--- src/hw/swr_pkg.sv ---
// Shared constants, states and carriers of the suspend, wake and reset sequencer
package swr_pkg;

	// ************************************************************
	// Timing
	// ************************************************************
	localparam int CLK_MHZ         = 200;
	// Crystal interface settling after restart, kept under the 3 ms wake hold
	localparam int OSC_SETTLE_US   = 2000;
	localparam int OSC_SETTLE_CYC  = OSC_SETTLE_US * CLK_MHZ;
	// Share of the 100 ms readiness budget left after reset release
	localparam int READY_BUDGET_MS = 70;
	localparam int READY_BUDGET_CYC = READY_BUDGET_MS * 1000 * CLK_MHZ;

	// ************************************************************
	// Reset values
	// ************************************************************
	localparam logic [1:0] SYNC_WAKE_RST = 2'h3;
	localparam logic [1:0] SYNC_RING_RST = 2'h0;
	localparam logic [31:0] CNT_RST      = 32'h0000_0000;

	// ************************************************************
	// Types
	// ************************************************************
	typedef enum logic [2:0] {
		ST_BOOT_CFG = 3'b000,
		ST_BOOT_FW  = 3'b001,
		ST_RUN      = 3'b010,
		ST_SUSPEND  = 3'b011,
		ST_OSC_WAIT = 3'b100,
		ST_VERIFY   = 3'b101
	} swr_state_type;

	typedef struct packed {
		logic suspended;
		logic ready;
		logic ready_late;
	} swr_status_type;

	localparam swr_status_type STATUS_RST = '{suspended: 1'b0, ready: 1'b0, ready_late: 1'b0};

endpackage

--- src/hw/swr_sequencer.sv ---
// Suspend, remote wake and reset start-up sequencer of the serial bridge
`timescale 1ns/100ps

// Overview of operation
// - A wake command from the bus host ends suspend.
// - A low pulse on the active-low wake input is a remote wake trigger.
// - A rising edge on the ring indicator input is also a wake trigger.
// - Crystal interface is powered down while suspended.
// - After the clock restarts, wake inputs are sampled to confirm the event.
// - Device answers the host within 100 ms of power-up or attach; the sequencer only raises status.ready_late if not ready 70 ms after reset.
// - Configuration is loaded first, then firmware gets control if present.
module swr_sequencer
	import swr_pkg::*;
#(
	parameter int OSC_SETTLE   = OSC_SETTLE_CYC,
	parameter int READY_BUDGET = READY_BUDGET_CYC
)
(
	input  wire logic           clk,
	input  wire logic           sys_rst,
	input  wire logic           host_wake_cmd,
	input  wire logic           suspend_req,
	input  wire logic           wake_n,
	input  wire logic           ring_indicator_input,
	input  wire logic           cfg_load_done,
	input  wire logic           fw_present,
	output logic                osc_enable,
	output logic                cfg_load_start,
	output logic                fw_start,
	output logic                wake_event,
	output swr_status_type      status
);

	// ************************************************************
	// Synchronisers
	// ************************************************************
	logic [1:0]    wake_sync;
	logic [1:0]    ring_sync;
	logic          ring_prev;
	logic          host_wake;
	logic          cfg_sent;
	logic [31:0]   cnt;
	logic [31:0]   boot_cnt;
	swr_state_type state;
	swr_state_type next_state;
	logic          wake_seen;
	logic          wake_valid;

	// Both pins are asynchronous; only bit 1 is read by logic
	// two-stage synchroniser
	always_ff @(posedge clk or posedge sys_rst)
	begin
		if (sys_rst)
		begin
			wake_sync <= SYNC_WAKE_RST;
			ring_sync <= SYNC_RING_RST;
			ring_prev <= 1'b0;
		end
		else
		begin
			wake_sync <= {wake_sync[0], wake_n};
			ring_sync <= {ring_sync[0], ring_indicator_input};
			ring_prev <= ring_sync[1];
		end
	end

	// Host command is caught so that it survives the oscillator restart
	// host wake latch
	always_ff @(posedge clk or posedge sys_rst)
	begin
		if (sys_rst)
			host_wake <= 1'b0;
		else if (host_wake_cmd)
			host_wake <= 1'b1;       // Set wins over the clear below
		else if (state == ST_VERIFY || state == ST_RUN)
			host_wake <= 1'b0;
	end

	assign wake_seen = !wake_sync[1] || (ring_sync[1] && !ring_prev) || host_wake_cmd;

	// Ring is checked by level here, its edge may have come while the clock was stopped
	// confirm wake event
	assign wake_valid = host_wake || !wake_sync[1] || ring_sync[1];

	// ************************************************************
	// Sequence
	// ************************************************************
	// Next state of the start-up and suspend sequence
	always_comb
	begin
		next_state = state;
		unique case (state)
			ST_BOOT_CFG:
			begin
				if (cfg_sent && cfg_load_done)
					next_state = fw_present ? ST_BOOT_FW : ST_RUN;
			end
			ST_BOOT_FW:
				next_state = ST_RUN;
			ST_RUN:
			begin
				if (suspend_req && !host_wake_cmd)
					next_state = ST_SUSPEND;
			end
			ST_SUSPEND:
			begin
				if (wake_seen)
					next_state = ST_OSC_WAIT;
			end
			ST_OSC_WAIT:
			begin
				if (cnt >= 32'(OSC_SETTLE - 1))
					next_state = ST_VERIFY;
			end
			ST_VERIFY:
				next_state = wake_valid ? ST_RUN : ST_SUSPEND;
			default:
				next_state = ST_BOOT_CFG;
		endcase
	end

	// State register
	always_ff @(posedge clk or posedge sys_rst)
	begin
		if (sys_rst)
			state <= ST_BOOT_CFG;
		else
			state <= next_state;
	end

	// Settle counter runs only while the crystal restarts
	always_ff @(posedge clk or posedge sys_rst)
	begin
		if (sys_rst)
			cnt <= CNT_RST;
		else if (state == ST_OSC_WAIT)
			cnt <= cnt + 32'h0000_0001;
		else
			cnt <= CNT_RST;
	end

	// Crystal interface follows the next state so it drops with suspend entry
	// oscillator off in suspend
	always_ff @(posedge clk or posedge sys_rst)
	begin
		if (sys_rst)
			osc_enable <= 1'b1;
		else
			osc_enable <= (next_state != ST_SUSPEND);
	end

	// ************************************************************
	// Boot hand-over
	// ************************************************************
	// One load request per reset, then firmware start if present
	// ordered boot pulses
	always_ff @(posedge clk or posedge sys_rst)
	begin
		if (sys_rst)
		begin
			cfg_sent       <= 1'b0;
			cfg_load_start <= 1'b0;
			fw_start       <= 1'b0;
		end
		else
		begin
			cfg_sent       <= cfg_sent | (state == ST_BOOT_CFG);
			cfg_load_start <= (state == ST_BOOT_CFG) && !cfg_sent;
			fw_start       <= (state == ST_BOOT_CFG) && (next_state == ST_BOOT_FW);
		end
	end

	// Counts from reset release; the flag stays until the next reset
	// readiness budget
	always_ff @(posedge clk or posedge sys_rst)
	begin
		if (sys_rst)
			boot_cnt <= CNT_RST;
		else if (!status.ready && !status.ready_late)
			boot_cnt <= boot_cnt + 32'h0000_0001;
	end

	// Status and wake pulse
	always_ff @(posedge clk or posedge sys_rst)
	begin
		if (sys_rst)
		begin
			status     <= STATUS_RST;
			wake_event <= 1'b0;
		end
		else
		begin
			status.suspended  <= (next_state == ST_SUSPEND) || (next_state == ST_OSC_WAIT)
				|| (next_state == ST_VERIFY);
			status.ready      <= status.ready || (next_state == ST_RUN);
			status.ready_late <= status.ready_late || (!status.ready
				&& boot_cnt == 32'(READY_BUDGET - 1));
			wake_event        <= (state == ST_VERIFY) && wake_valid;
		end
	end
endmodule

--- config.mk ---
export PLATFORM = sky130hd
export DESIGN_NAME = swr_sequencer
export DESIGN_NICKNAME = d
export VERILOG_FILES = /design/src/hw/swr_pkg.sv /design/src/hw/swr_sequencer.sv
export SDC_FILE = /design/constraint.sdc
export NUM_CORES = 1
export LEC_CHECK = 0
export ABC_AREA = 0
export BUFFER_PORTS_ARGS = -buffer_cell sky130_fd_sc_hd__buf_2
export CAP_MARGIN = 20
export CORE_MARGIN = 2
export CORE_UTILIZATION = 40
export CTS_BUF_LIST = sky130_fd_sc_hd__clkbuf_8
export DETAILED_ROUTE_END_ITERATION = 10
export GPL_TIMING_DRIVEN = 0
export SYNTH_ARGS = -nofsm -noshare
export SYNTH_HDL_FRONTEND = slang
export SYNTH_SLANG_ARGS = --single-unit
export TNS_END_PERCENT = 30
--- constraint.sdc ---
create_clock -name clk -period 4.1 [get_ports clk]
set_input_delay 0.615 -clock clk [delete_from_list [all_inputs] [get_ports clk]]
set_output_delay 0.615 -clock clk [all_outputs]
set_load 0.02 [all_outputs]
# Word-level counts from Yosys, hierarchy flattened
# Cells that the tools add are included.
# op_classes
add_sub_neg	2
n_lt_le_gt_ge	1
eq_ne	12
n_mux	10
bitwise	1
reduce_logical	25
# ops
op	n
adder 32 x 1 -> 32 bit, second input constant	2
== test 32 x 24 -> 1 bit, second input constant	1
greater-or-equal comparator 32 x 19 -> 1 bit, second input constant	1
2-to-1 mux 32 bit	1
one-hot mux 3 bit (6 select lines)	1
== test 3 x 2 -> 1 bit, second input constant	4
== test 3 bit, second input constant	4
2-to-1 mux 3 bit	4
logical OR 1 bit	9
logical AND 1 bit	8
== test 3 x 1 -> 1 bit, second input constant	2
zero test 1 bit	6
zero test 3 bit	1
2-to-1 mux 1 bit	3
inequality test 3 x 2 -> 1 bit, second input constant	1
2-to-1 mux 2 bit	1
nonzero test 2 bit	1
OR 1 bit	1
# word_totals
register_bits	81
in_bits	8
output_inout_bits	7
elab_cells	66

# Logic depth before layout (Yosys ltp)
# Gate-level depths: netlist (run 1).
# depth
ltp_word	9
depth_mapped	6

# Worst setup path after synthesis (run 1)
# OpenSTA, ideal clock, no wires.
# synth_path
kind	reg2reg
from	register cnt[0]
to	register state[0]
setup_ps	131
t_arrival_ps	1655
slack_ps	2313
path_stages_with_launch	7
path_buffers	1
synth_period_minus_slack_ps	1787
cell_sequence	dfrtp_1 > ha_1 > and3_1 > buf_2 > a211oi_1 > and4b_1 > or3_1
# synth_via
elab_chain_cells	3
# synth_lines
item	line_no	text
start: declaration	swr_sequencer.sv:42	logic [31:0] cnt;
start signal: assignment	swr_sequencer.sv:137	cnt <= cnt + 32'h0000_0001;
greater-or-equal comparator 32 x 19 -> 1 bit	swr_sequencer.sv:112	if (cnt >= 32'(OSC_SETTLE - 1))
2-to-1 mux 3 bit	swr_sequencer.sv:112	
one-hot mux 3 bit (6 select lines)	swr_sequencer.sv:92	unique case (state)
net next_state[0]	swr_sequencer.sv:45	swr_state_type next_state;
end signal: assignment	swr_sequencer.sv:128	state <= next_state;
end: declaration	swr_sequencer.sv:44	swr_state_type state;
# The timed path passes the listed nets, and every way through them passes these cells.
# A chain may end at the register's enable or synchronous reset.

# Final worst setup path (run 1)
# Same ends and word-level chain as after synthesis.

==> results of run 1 <==
## registers in the layout, indices dropped and copies added, names as in the netlist
register        cells
status              3
wake_sync           2
boot_cnt           32
state               3
osc_enable          1
cnt                32
ring_sync           2
fw_start            1
cfg_load_start      1
cfg_sent            1
ring_prev           1
wake_event          1
host_wake           1
## cell families after synthesis
logic type	Yosys count	synth area share
and+or+nand+nor	179	0.271
DFF	81	0.512
xor gates and xnor gates	43	0.0949
AOI/OAI and AO/OA	34	0.0561
buffers and inverters	26	0.0372
muxes	9	0.0230
adders and majority gates	2	0.00630
## worst max-delay path, stage by stage (launching register included)
cell and delay (ns):
dfrtp_1 0.42, ha_1 0.23, and3_1 0.18, buf_2 0.17
a211oi_1 0.29, and4b_1 0.26, or3_1 0.36
## per-stage QoR
step / power, mW / worst slack (ns) / util / instances / instance area [µm²]
final: 1.69 / 2.07 / 0.459 / 539 / 4440
after global routing: 1.78 / 1.92 / 0.459 / 539 / 4440
after CTS: 1.70 / 2.05 / 0.458 / 538 / 4440
after detailed placement: 1.11 / 2.09 / 0.437 / 522 / 4240
after global placement: 1.10 / 0.380 / 0.434 / 521 / 4210
after floorplan: 1.04 / 1.41 / - / 374 / 3970
## cells in the mapped netlist, types with 2 or more instances
cell type,n
dfstp_2,3
nor3_1,7
nor4_1,14
nand2_1,33
xnor2_1,29
o21ai_0,3
nor2b_1,2
buf_2,5
and4_1,6
a31oi_1,3
nand4_4,2
and3_1,9
mux2i_1,8
buf_4,3
xor2_1,14
nand3_1,21
ha_1,2
a21oi_1,11
and2_1,2
buf_6,3
or4_1,7
dfrtp_1,78
o31ai_1,10
nand4_1,21
inv_1,13
or3_1,5
nor2_1,24
nand2b_1,8
## path summary, 6_finish.rpt
| check | to | slack [ns] | from | cells after the start |
|---|---|---|---|---|
| max | state[0] | 2.07 | cnt[0] | 6 |
| min | ring_sync[1] | 0.20 | sys_rst | 2 |
| max reg2reg | state[0] | 2.07 | cnt[0] | 6 |
| min reg2reg | wake_sync[1] | 0.36 | wake_sync[0] | 0 |
| max in group asynchronous | osc_enable | 3.28 | sys_rst | 3 |
| min in group clk | wake_sync[0] | 0.35 | wake_n | 1 |
## cell type report
type,instances,area (µm²),share of cell area
well taps,133,166,0.0374
clock inverters,7,77.6,0.0175
repair buffers,16,105,0.0236
plain buffers,13,98.8,0.0222
multi-input cells,267,1790,0.403
inverters,13,51.3,0.0115
clock buffers,9,124,0.0279
flip-flops and latches,81,2030,0.457
## per-layer routing
layer | vias up | track usage | part of all wire
li1 | 1398 | - | -
met1 | 1398 | 0.213 | 0.50
met2 | 40 | 0.232 | 0.45
met3 | 9 | 0.0258 | 0.028
met4 | 0 | 0.0695 | 0.018
met5 | - | 0 | 0
## power by group through the flow
stage | Clock (mW) | Combinational [mW] | Sequential [mW]
after floorplan | 0 | 0.165 | 0.879
after global placement | 0 | 0.233 | 0.870
after detailed placement | 0 | 0.240 | 0.870
after CTS | 0.606 | 0.242 | 0.854
after global routing | 0.650 | 0.277 | 0.857
final | 0.592 | 0.241 | 0.854
==> flow_summary.rst, run 1 <==
.. list-table::
   :header-rows: 1

   * - Metric
     - Value
   * - Die Width
     - approximately 100 µm
   * - Number of buffers created by CTS
     - 9
   * - CTS tree
     - done
   * - FP Rows
     - 36
   * - Die Outline Area
     - ~0.011 mm²
   * - Hold Violations, Final
     - 0
   * - IO Count
     - 15
   * - TritonCTS Sinks
     - 81
   * - Comb power frac
     - 0.143
   * - Type of the setup path with the least slack
     - flop to flop
   * - Smallest hold slack
     - 0.203 ns
   * - Static leakage
     - 1.86 nW
   * - Relative area change from synthesis to final layout
     - 12.0%
   * - Switching power of the nets
     - between 0.4 and 0.5 mW
   * - Int Power
     - between 1 and 1.5 mW
   * - IR Drop Worst-Case VDD
     - 194 µV
   * - Outcome
     - completed
   * - Share of post-route cells with drive strength above 1
     - 0.155
   * - Proportion of netlist area held by the largest area contributor
     - 0.492
   * - Residual DRC count
     - 0
   * - Gr ovfl total
     - 0
   * - Routed length per instance
     - 13.9 µm
   * - Final-report max-slew violation count
     - 0
   * - Netlist area before placement
     - about 0.0040 mm²
   * - DP Wirelength
     - roughly 5.2 mm
   * - Filler cell count in the final layout
     - around 900
   * - Leading cell types by total area after synthesis
     - dfrtp_1, xnor2_1, nand4_1
   * - Cell type contributing the most total cell area after synthesis
     - dfrtp_1
   * - Max-cap violations
     - 0
   * - Distinct cells, synth
     - 56
   * - Final setup violation count
     - 0
   * - Clock edge transition at the registers on the reported setup and hold paths
     - approximately 0.090 ns
   * - Leading cell type in the layout, fill and taps excluded
     - dfrtp_1
   * - Max Clock Skew
     - about 0.01 ns
   * - Avg Cell Area, Syn
     - approximately 11 µm²
   * - Total negative slack
     - 0 ns
   * - Via-per-instance ratio
     - roughly 5.3
   * - H-Tree Depth
     - 3
   * - Maximum number of pins on one net before global-route repair
     - 62
   * - Routed Wire Length
     - between 7 and 8 mm
   * - Fraction of registers with async set or reset after synthesis
     - 1.00
   * - Iteration-0 DRC Markers
     - 186
   * - Sequential share of the synthesized area
     - 0.512
   * - Clock Tree Buf Depth
     - 2
   * - Net total in the final layout
     - around 400
   * - Vertical extent of the die
     - between 100 and 150 µm
   * - Post-CTS setup buffer count
     - 0
   * - Sequential share of power
     - 0.506
   * - Hold bufs inserted after CTS
     - 0
   * - Core Area
     - ~0.0097 mm²
   * - Highest-count cells in the layout ignoring fill and taps
     - dfrtp_1, nand2_1, xnor2_1, nor2_1
   * - Number of buffers added on ports
     - 14
   * - First-pass GRT wire length
     - between 10 and 15 mm
   * - Minimum clock period after layout
     - ~2.0 ns
   * - Class of the most critical hold timing path
     - input port to async pin
   * - Initial cell density of the core
     - 0.410
   * - Remaining max-slew budget at the tightest pin
     - 0.491
   * - Top FF cell, synth
     - dfrtp_1
   * - Transition time at the pin with the least slew margin
     - 0.754 ns
   * - Tot GR Track Use
     - 0.152
   * - Cell at the root of the clock tree
     - clkbuf_8
   * - Synthesized Nets
     - around 380
   * - Number of enable-type register cells in the synthesized netlist
     - 0
   * - Crit path required time
     - roughly 4.3 ns
   * - Category of the worst setup path launch point
     - flop
   * - Critical path peak fanout
     - 8
   * - Post-synthesis register bit count
     - 81
   * - Total via count in the routed design
     - ~2800
   * - Via count of the first global-routing pass
     - around 2800
   * - Insertion delay of the later-clocked pin in the worst-skew pair
     - ~0.35 ns
   * - CP Capture Type
     - flop
   * - Initial antenna violation count
     - 0
   * - Relative contribution of the clock network to total power
     - 0.351
   * - Number of instances in the synthesized netlist
     - 374
   * - Power density cells
     - 380 mW/mm²
   * - Endpoint arrival time on the critical path
     - 2.26 ns
   * - First-pass DRT Iterations
     - 4
   * - Count of antenna diodes in the layout
     - 0
   * - Number of nets with antenna violations after detailed routing
     - 0
   * - Sw Ratio
     - 0.283
   * - Number of synthesis warnings
     - 0
   * - Resized Gates After CTS
     - 0
   * - Routability-driven placement congestion ratio
     - ~0.77
   * - RSZ-0062 raised after global routing
     - no
   * - Upper clock frequency limit
     - a little under 500 MHz
   * - Final clock period utilization by the worst path
     - 0.495
(Power assumes the default switching activity.)
==> run 2, diff against run 1 <==
Clock period 4.1 ns to 1.6 ns, I/O delays scaled along.
==> run 2 against run 1 <==
Against the previous run: the run now ends with setup timing left; register-to-register slack got worse by 2.2 ns; largest cell class is now multi-input gates; critical endpoint unchanged; final cell count increased by 4.8%; first-iteration DRC count down 40%; core utilization up 5.5 points; highest routed layer unchanged; sequential share of layout area is 4.7 points lower; maximum frequency up 19%.
==> flow_summary.rst, run 2 (synthesized netlist as in run 1, its figures left out) <==
.. list-table::
   :header-rows: 1

   * - Metric
     - Value
   * - Hold Violations, Final
     - 0 (unchanged)
   * - Relative area change from synthesis to final layout
     - 25.3%
   * - Number of buffers added on ports
     - 14 (unchanged)
   * - Sw Ratio
     - 0.293 (+0.00935)
   * - Core Area
     - 0.00968 mm² (unchanged)
   * - Share of post-route cells with drive strength above 1
     - 0.289 (+0.134)
   * - Int Power
     - 3.14 mW (+160%)
   * - Final setup violation count
     - 22 (+22)
   * - Post-Layout Inst Area
     - 0.00497 mm² (+12%)
   * - Reg-to-reg critical path startpoint
     - cnt[1]
   * - Die Outline Area
     - 0.0107 mm² (unchanged)
   * - Upper clock frequency limit
     - 588 MHz (+19%)
   * - Count of antenna diodes in the layout
     - 0 (unchanged)
   * - FP Rows
     - 36 (unchanged)
   * - Via count of the first global-routing pass
     - 3102 (+10%)
   * - Worst reg-to-reg setup slack
     - -0.10 ns (-2.17 ns)
   * - Filler cell count in the final layout
     - 858 (-4.6%)
   * - Category of the worst setup path launch point
     - flop
   * - Max-cap violations
     - 0 (unchanged)
   * - Final-report max-slew violation count
     - 0 (unchanged)
   * - Endpoint arrival time on the critical path
     - 1.93 ns (-0.33 ns)
   * - CP Capture Type
     - flop
   * - First-pass DRT Iterations
     - 4 (unchanged)
   * - Relative contribution of the clock network to total power
     - 0.356 (+0.005)
   * - Transition time at the pin with the least slew margin
     - 0.452 ns (-0.301 ns)
   * - Iteration-0 DRC Markers
     - 111 (-40%)
   * - Vertical extent of the die
     - 104 µm (unchanged)
   * - Routed Wire Length
     - 8.30 mm (+11%)
   * - DP Wirelength
     - 5.39 mm (+3.4%)
   * - Routed length per instance
     - 14.7 µm (+5.7%)
   * - Routability-driven placement congestion ratio
     - 0.779 (+0.83%)
   * - TritonCTS Sinks
     - 81 (unchanged)
   * - Worst-case reg-to-reg path depth
     - 5 (-1)
   * - Minimum clock period after layout
     - 1.70 ns (-0.328 ns)
   * - Sequential cell area in the final layout
     - 0.00204 mm² (+0.37%)
   * - Gr ovfl total
     - 0 (unchanged)
   * - Max Clock Skew
     - 0.0185 ns (+0.00849 ns)
   * - Class of the most critical hold timing path
     - input port to flop
   * - Maximum single-stage delay on the critical path
     - 0.41 ns (about the same)
   * - Via-per-instance ratio
     - 5.33 (+1.1%)
   * - Insertion delay of the later-clocked pin in the worst-skew pair
     - 0.36 ns (about the same)
   * - First-pass GRT wire length
     - 14.6 mm (+8.6%)
   * - Worst min-delay path endpoint
     - host_wake
   * - CTS tree
     - done
   * - Buf/Inv on CP
     - 0 (-1)
   * - Startpoint of the most critical hold path
     - host_wake_cmd
   * - Total via count in the routed design
     - 3014 (+5.9%)
   * - Critical path peak fanout
     - 6 (-2)
   * - Met1 track demand over resource in global routing
     - 0.223 (+0.00968)
   * - Static leakage
     - 2.13 nW (+14%)
   * - Net total in the final layout
     - 437 (+6.3%)
   * - Highest-delay cell along the critical path
     - dfrtp_1
   * - Power density cells
     - 892 mW/mm² (+140%)
   * - Switching power of the nets
     - 1.30 mW (+170%)
   * - Leading cell type in the layout, fill and taps excluded
     - dfrtp_1
   * - GR Layer Usage met2
     - 0.267 (+0.0355)
   * - M3 GR Usage
     - 0.0396 (+0.0138)
   * - Clock Tree Buf Depth
     - 2 (unchanged)
   * - Initial cell density of the core
     - 0.410 (unchanged)
   * - Clock edge transition at the registers on the reported setup and hold paths
     - 0.10 ns (about the same)
   * - Maximum number of pins on one net before global-route repair
     - 37 (-40%)
   * - Sequential share of power
     - 0.509 (+0.003)
   * - Placed cell areas
     - 0.00425 mm² (+0.33%)
   * - Type of the setup path with the least slack
     - flop to flop
   * - Highest-count cells in the layout ignoring fill and taps
     - dfrtp_1, nand2_1, xnor2_1, buf_4, nor2_1
   * - Initial antenna violation count
     - 0 (unchanged)
   * - Cell breakdown of the critical path
     - ha_2, and3_4, a211oi_4, and4b_1, or3_1
   * - Category of cells accounting for the largest share of critical-path delay
     - simple AND/OR/NAND/NOR gates
   * - Reg-to-reg endpoint
     - state[0]
   * - H-Tree Depth
     - 3 (unchanged)
   * - Number of buffers created by CTS
     - 9 (unchanged)
   * - Number of nets with antenna violations after detailed routing
     - 0 (unchanged)
   * - Final core occ
     - 0.513 (+0.0545)
   * - Residual DRC count
     - 0 (unchanged)
   * - Final clock period utilization by the worst path
     - 1.06 (+0.568)
   * - Die Width
     - 104 µm (unchanged)
   * - Violated checks
     - setup timing
   * - IO Count
     - 15 (unchanged)
   * - Least setup slack across all paths after layout
     - -0.101 ns (-2.17 ns)
   * - Top flop regs
     - boot_cnt x32, cnt x32
   * - Combined area of the multi-input logic cells
     - 0.00205 mm² (+14%)
   * - Outcome
     - finished with violations
   * - RSZ-0062 raised after global routing
     - yes
   * - Comb power frac
     - 0.135 (-0.008)
   * - Crit path required time
     - 1.83 ns (-2.50 ns)
   * - Most crowded layer after global routing
     - met2
   * - IR Drop Worst-Case VDD
     - 402 µV (+110%)
   * - Instance count along the most critical hold path
     - 3
   * - Remaining max-slew budget at the tightest pin
     - 0.698 (+0.207)
   * - Tot GR Track Use
     - 0.165 (+0.0132)
   * - Cell at the root of the clock tree
     - clkbuf_8
run 2: cell types whose count changed in the layout (fill, tap and decap cells not counted), sizes merged:
cell         before  now
clkinvlp          1    2
buf              26   50
clkinv            3    0
inv              15   17
dlygate4sd3       0    3
clkbuf           12   11
run 2: final cells by class:
class                      instances  area share
multi-input combinational        267       0.412
sequential                        81       0.410
timing repair buffer              46      0.0755
tap                              133      0.0335
clock buffer                       9      0.0249
buffer                             9      0.0171
clock inverter                     7      0.0169
inverter                          13      0.0106
run 2: worst max-delay path by stage:
stage | slack (ns) | endpoint | cells after the start | startpoint
6_report | -0.10 | state[0] | 5 | cnt[1]
5_1_grt | -0.16 | cnt[31] | 5 | cnt[16]
4_1_cts | -0.21 | boot_cnt[18] | 7 | boot_cnt[0]
3_5_place_dp | -0.45 | cnt[24] | 5 | state[2]
3_3_place_gp | -0.42 | status[2] | 5 | state[1]
2_1_floorplan | -0.19 | state[0] | 6 | cnt[0]
run 2: worst register-to-register path: cells and delay by family (launching register included):
kind	cells	cell delay [ns]
adders and majority gates	1	0.19
and+or+nand+nor	3	0.76
AOI/OAI and AO/OA	1	0.21
DFF	1	0.41
run 2: timing repair:
| action | 4_1_cts | 5_1_grt |
|---|---|---|
| pin swaps | 22 | 16 |
| resized for setup | 35 | 27 |
| setup endpoints to repair | 57 | 45 |
| gates cloned | 1 | 0 |
| setup buffers | 17 | 9 |
| endpoints found under the hold margin | 18 | 0 |
| hold buffers | 3 | 0 |
run 2: stage by stage:
step / hold WS [ns] / setup WS [ns] / setup TNS [ns] / power (mW) / cells
2_1_floorplan: 0.244 / -0.187 / -0.830 / 2.68 / 374
3_5_place_dp: 0.270 / -0.452 / -11.92 / 2.85 / 523
6_report: 0.0977 / -0.101 / -0.662 / 4.44 / 565
4_1_cts: 0.0805 / -0.208 / -2.85 / 4.47 / 557
5_1_grt: 0.100 / -0.156 / -3.28 / 4.68 / 565
3_3_place_gp: 0.337 / -0.419 / -21.96 / 2.83 / 521
run 2: routing by layer:
layer	wire [µm]	part of all wire	vias to the layer above
met4	103	0.012	0
met5	0	0	-
li1	-	-	1450
met2	4020	0.48	33
met1	3960	0.48	1521
met3	216	0.026	10
run 2: power by group through the flow:
stage,clock [mW],combinational (mW),sequential [mW]
5_1_grt,1.71,0.686,2.28
2_1_floorplan,0,0.424,2.25
3_5_place_dp,0,0.616,2.23
4_1_cts,1.62,0.595,2.26
3_3_place_gp,0,0.602,2.23
6_report,1.58,0.598,2.26
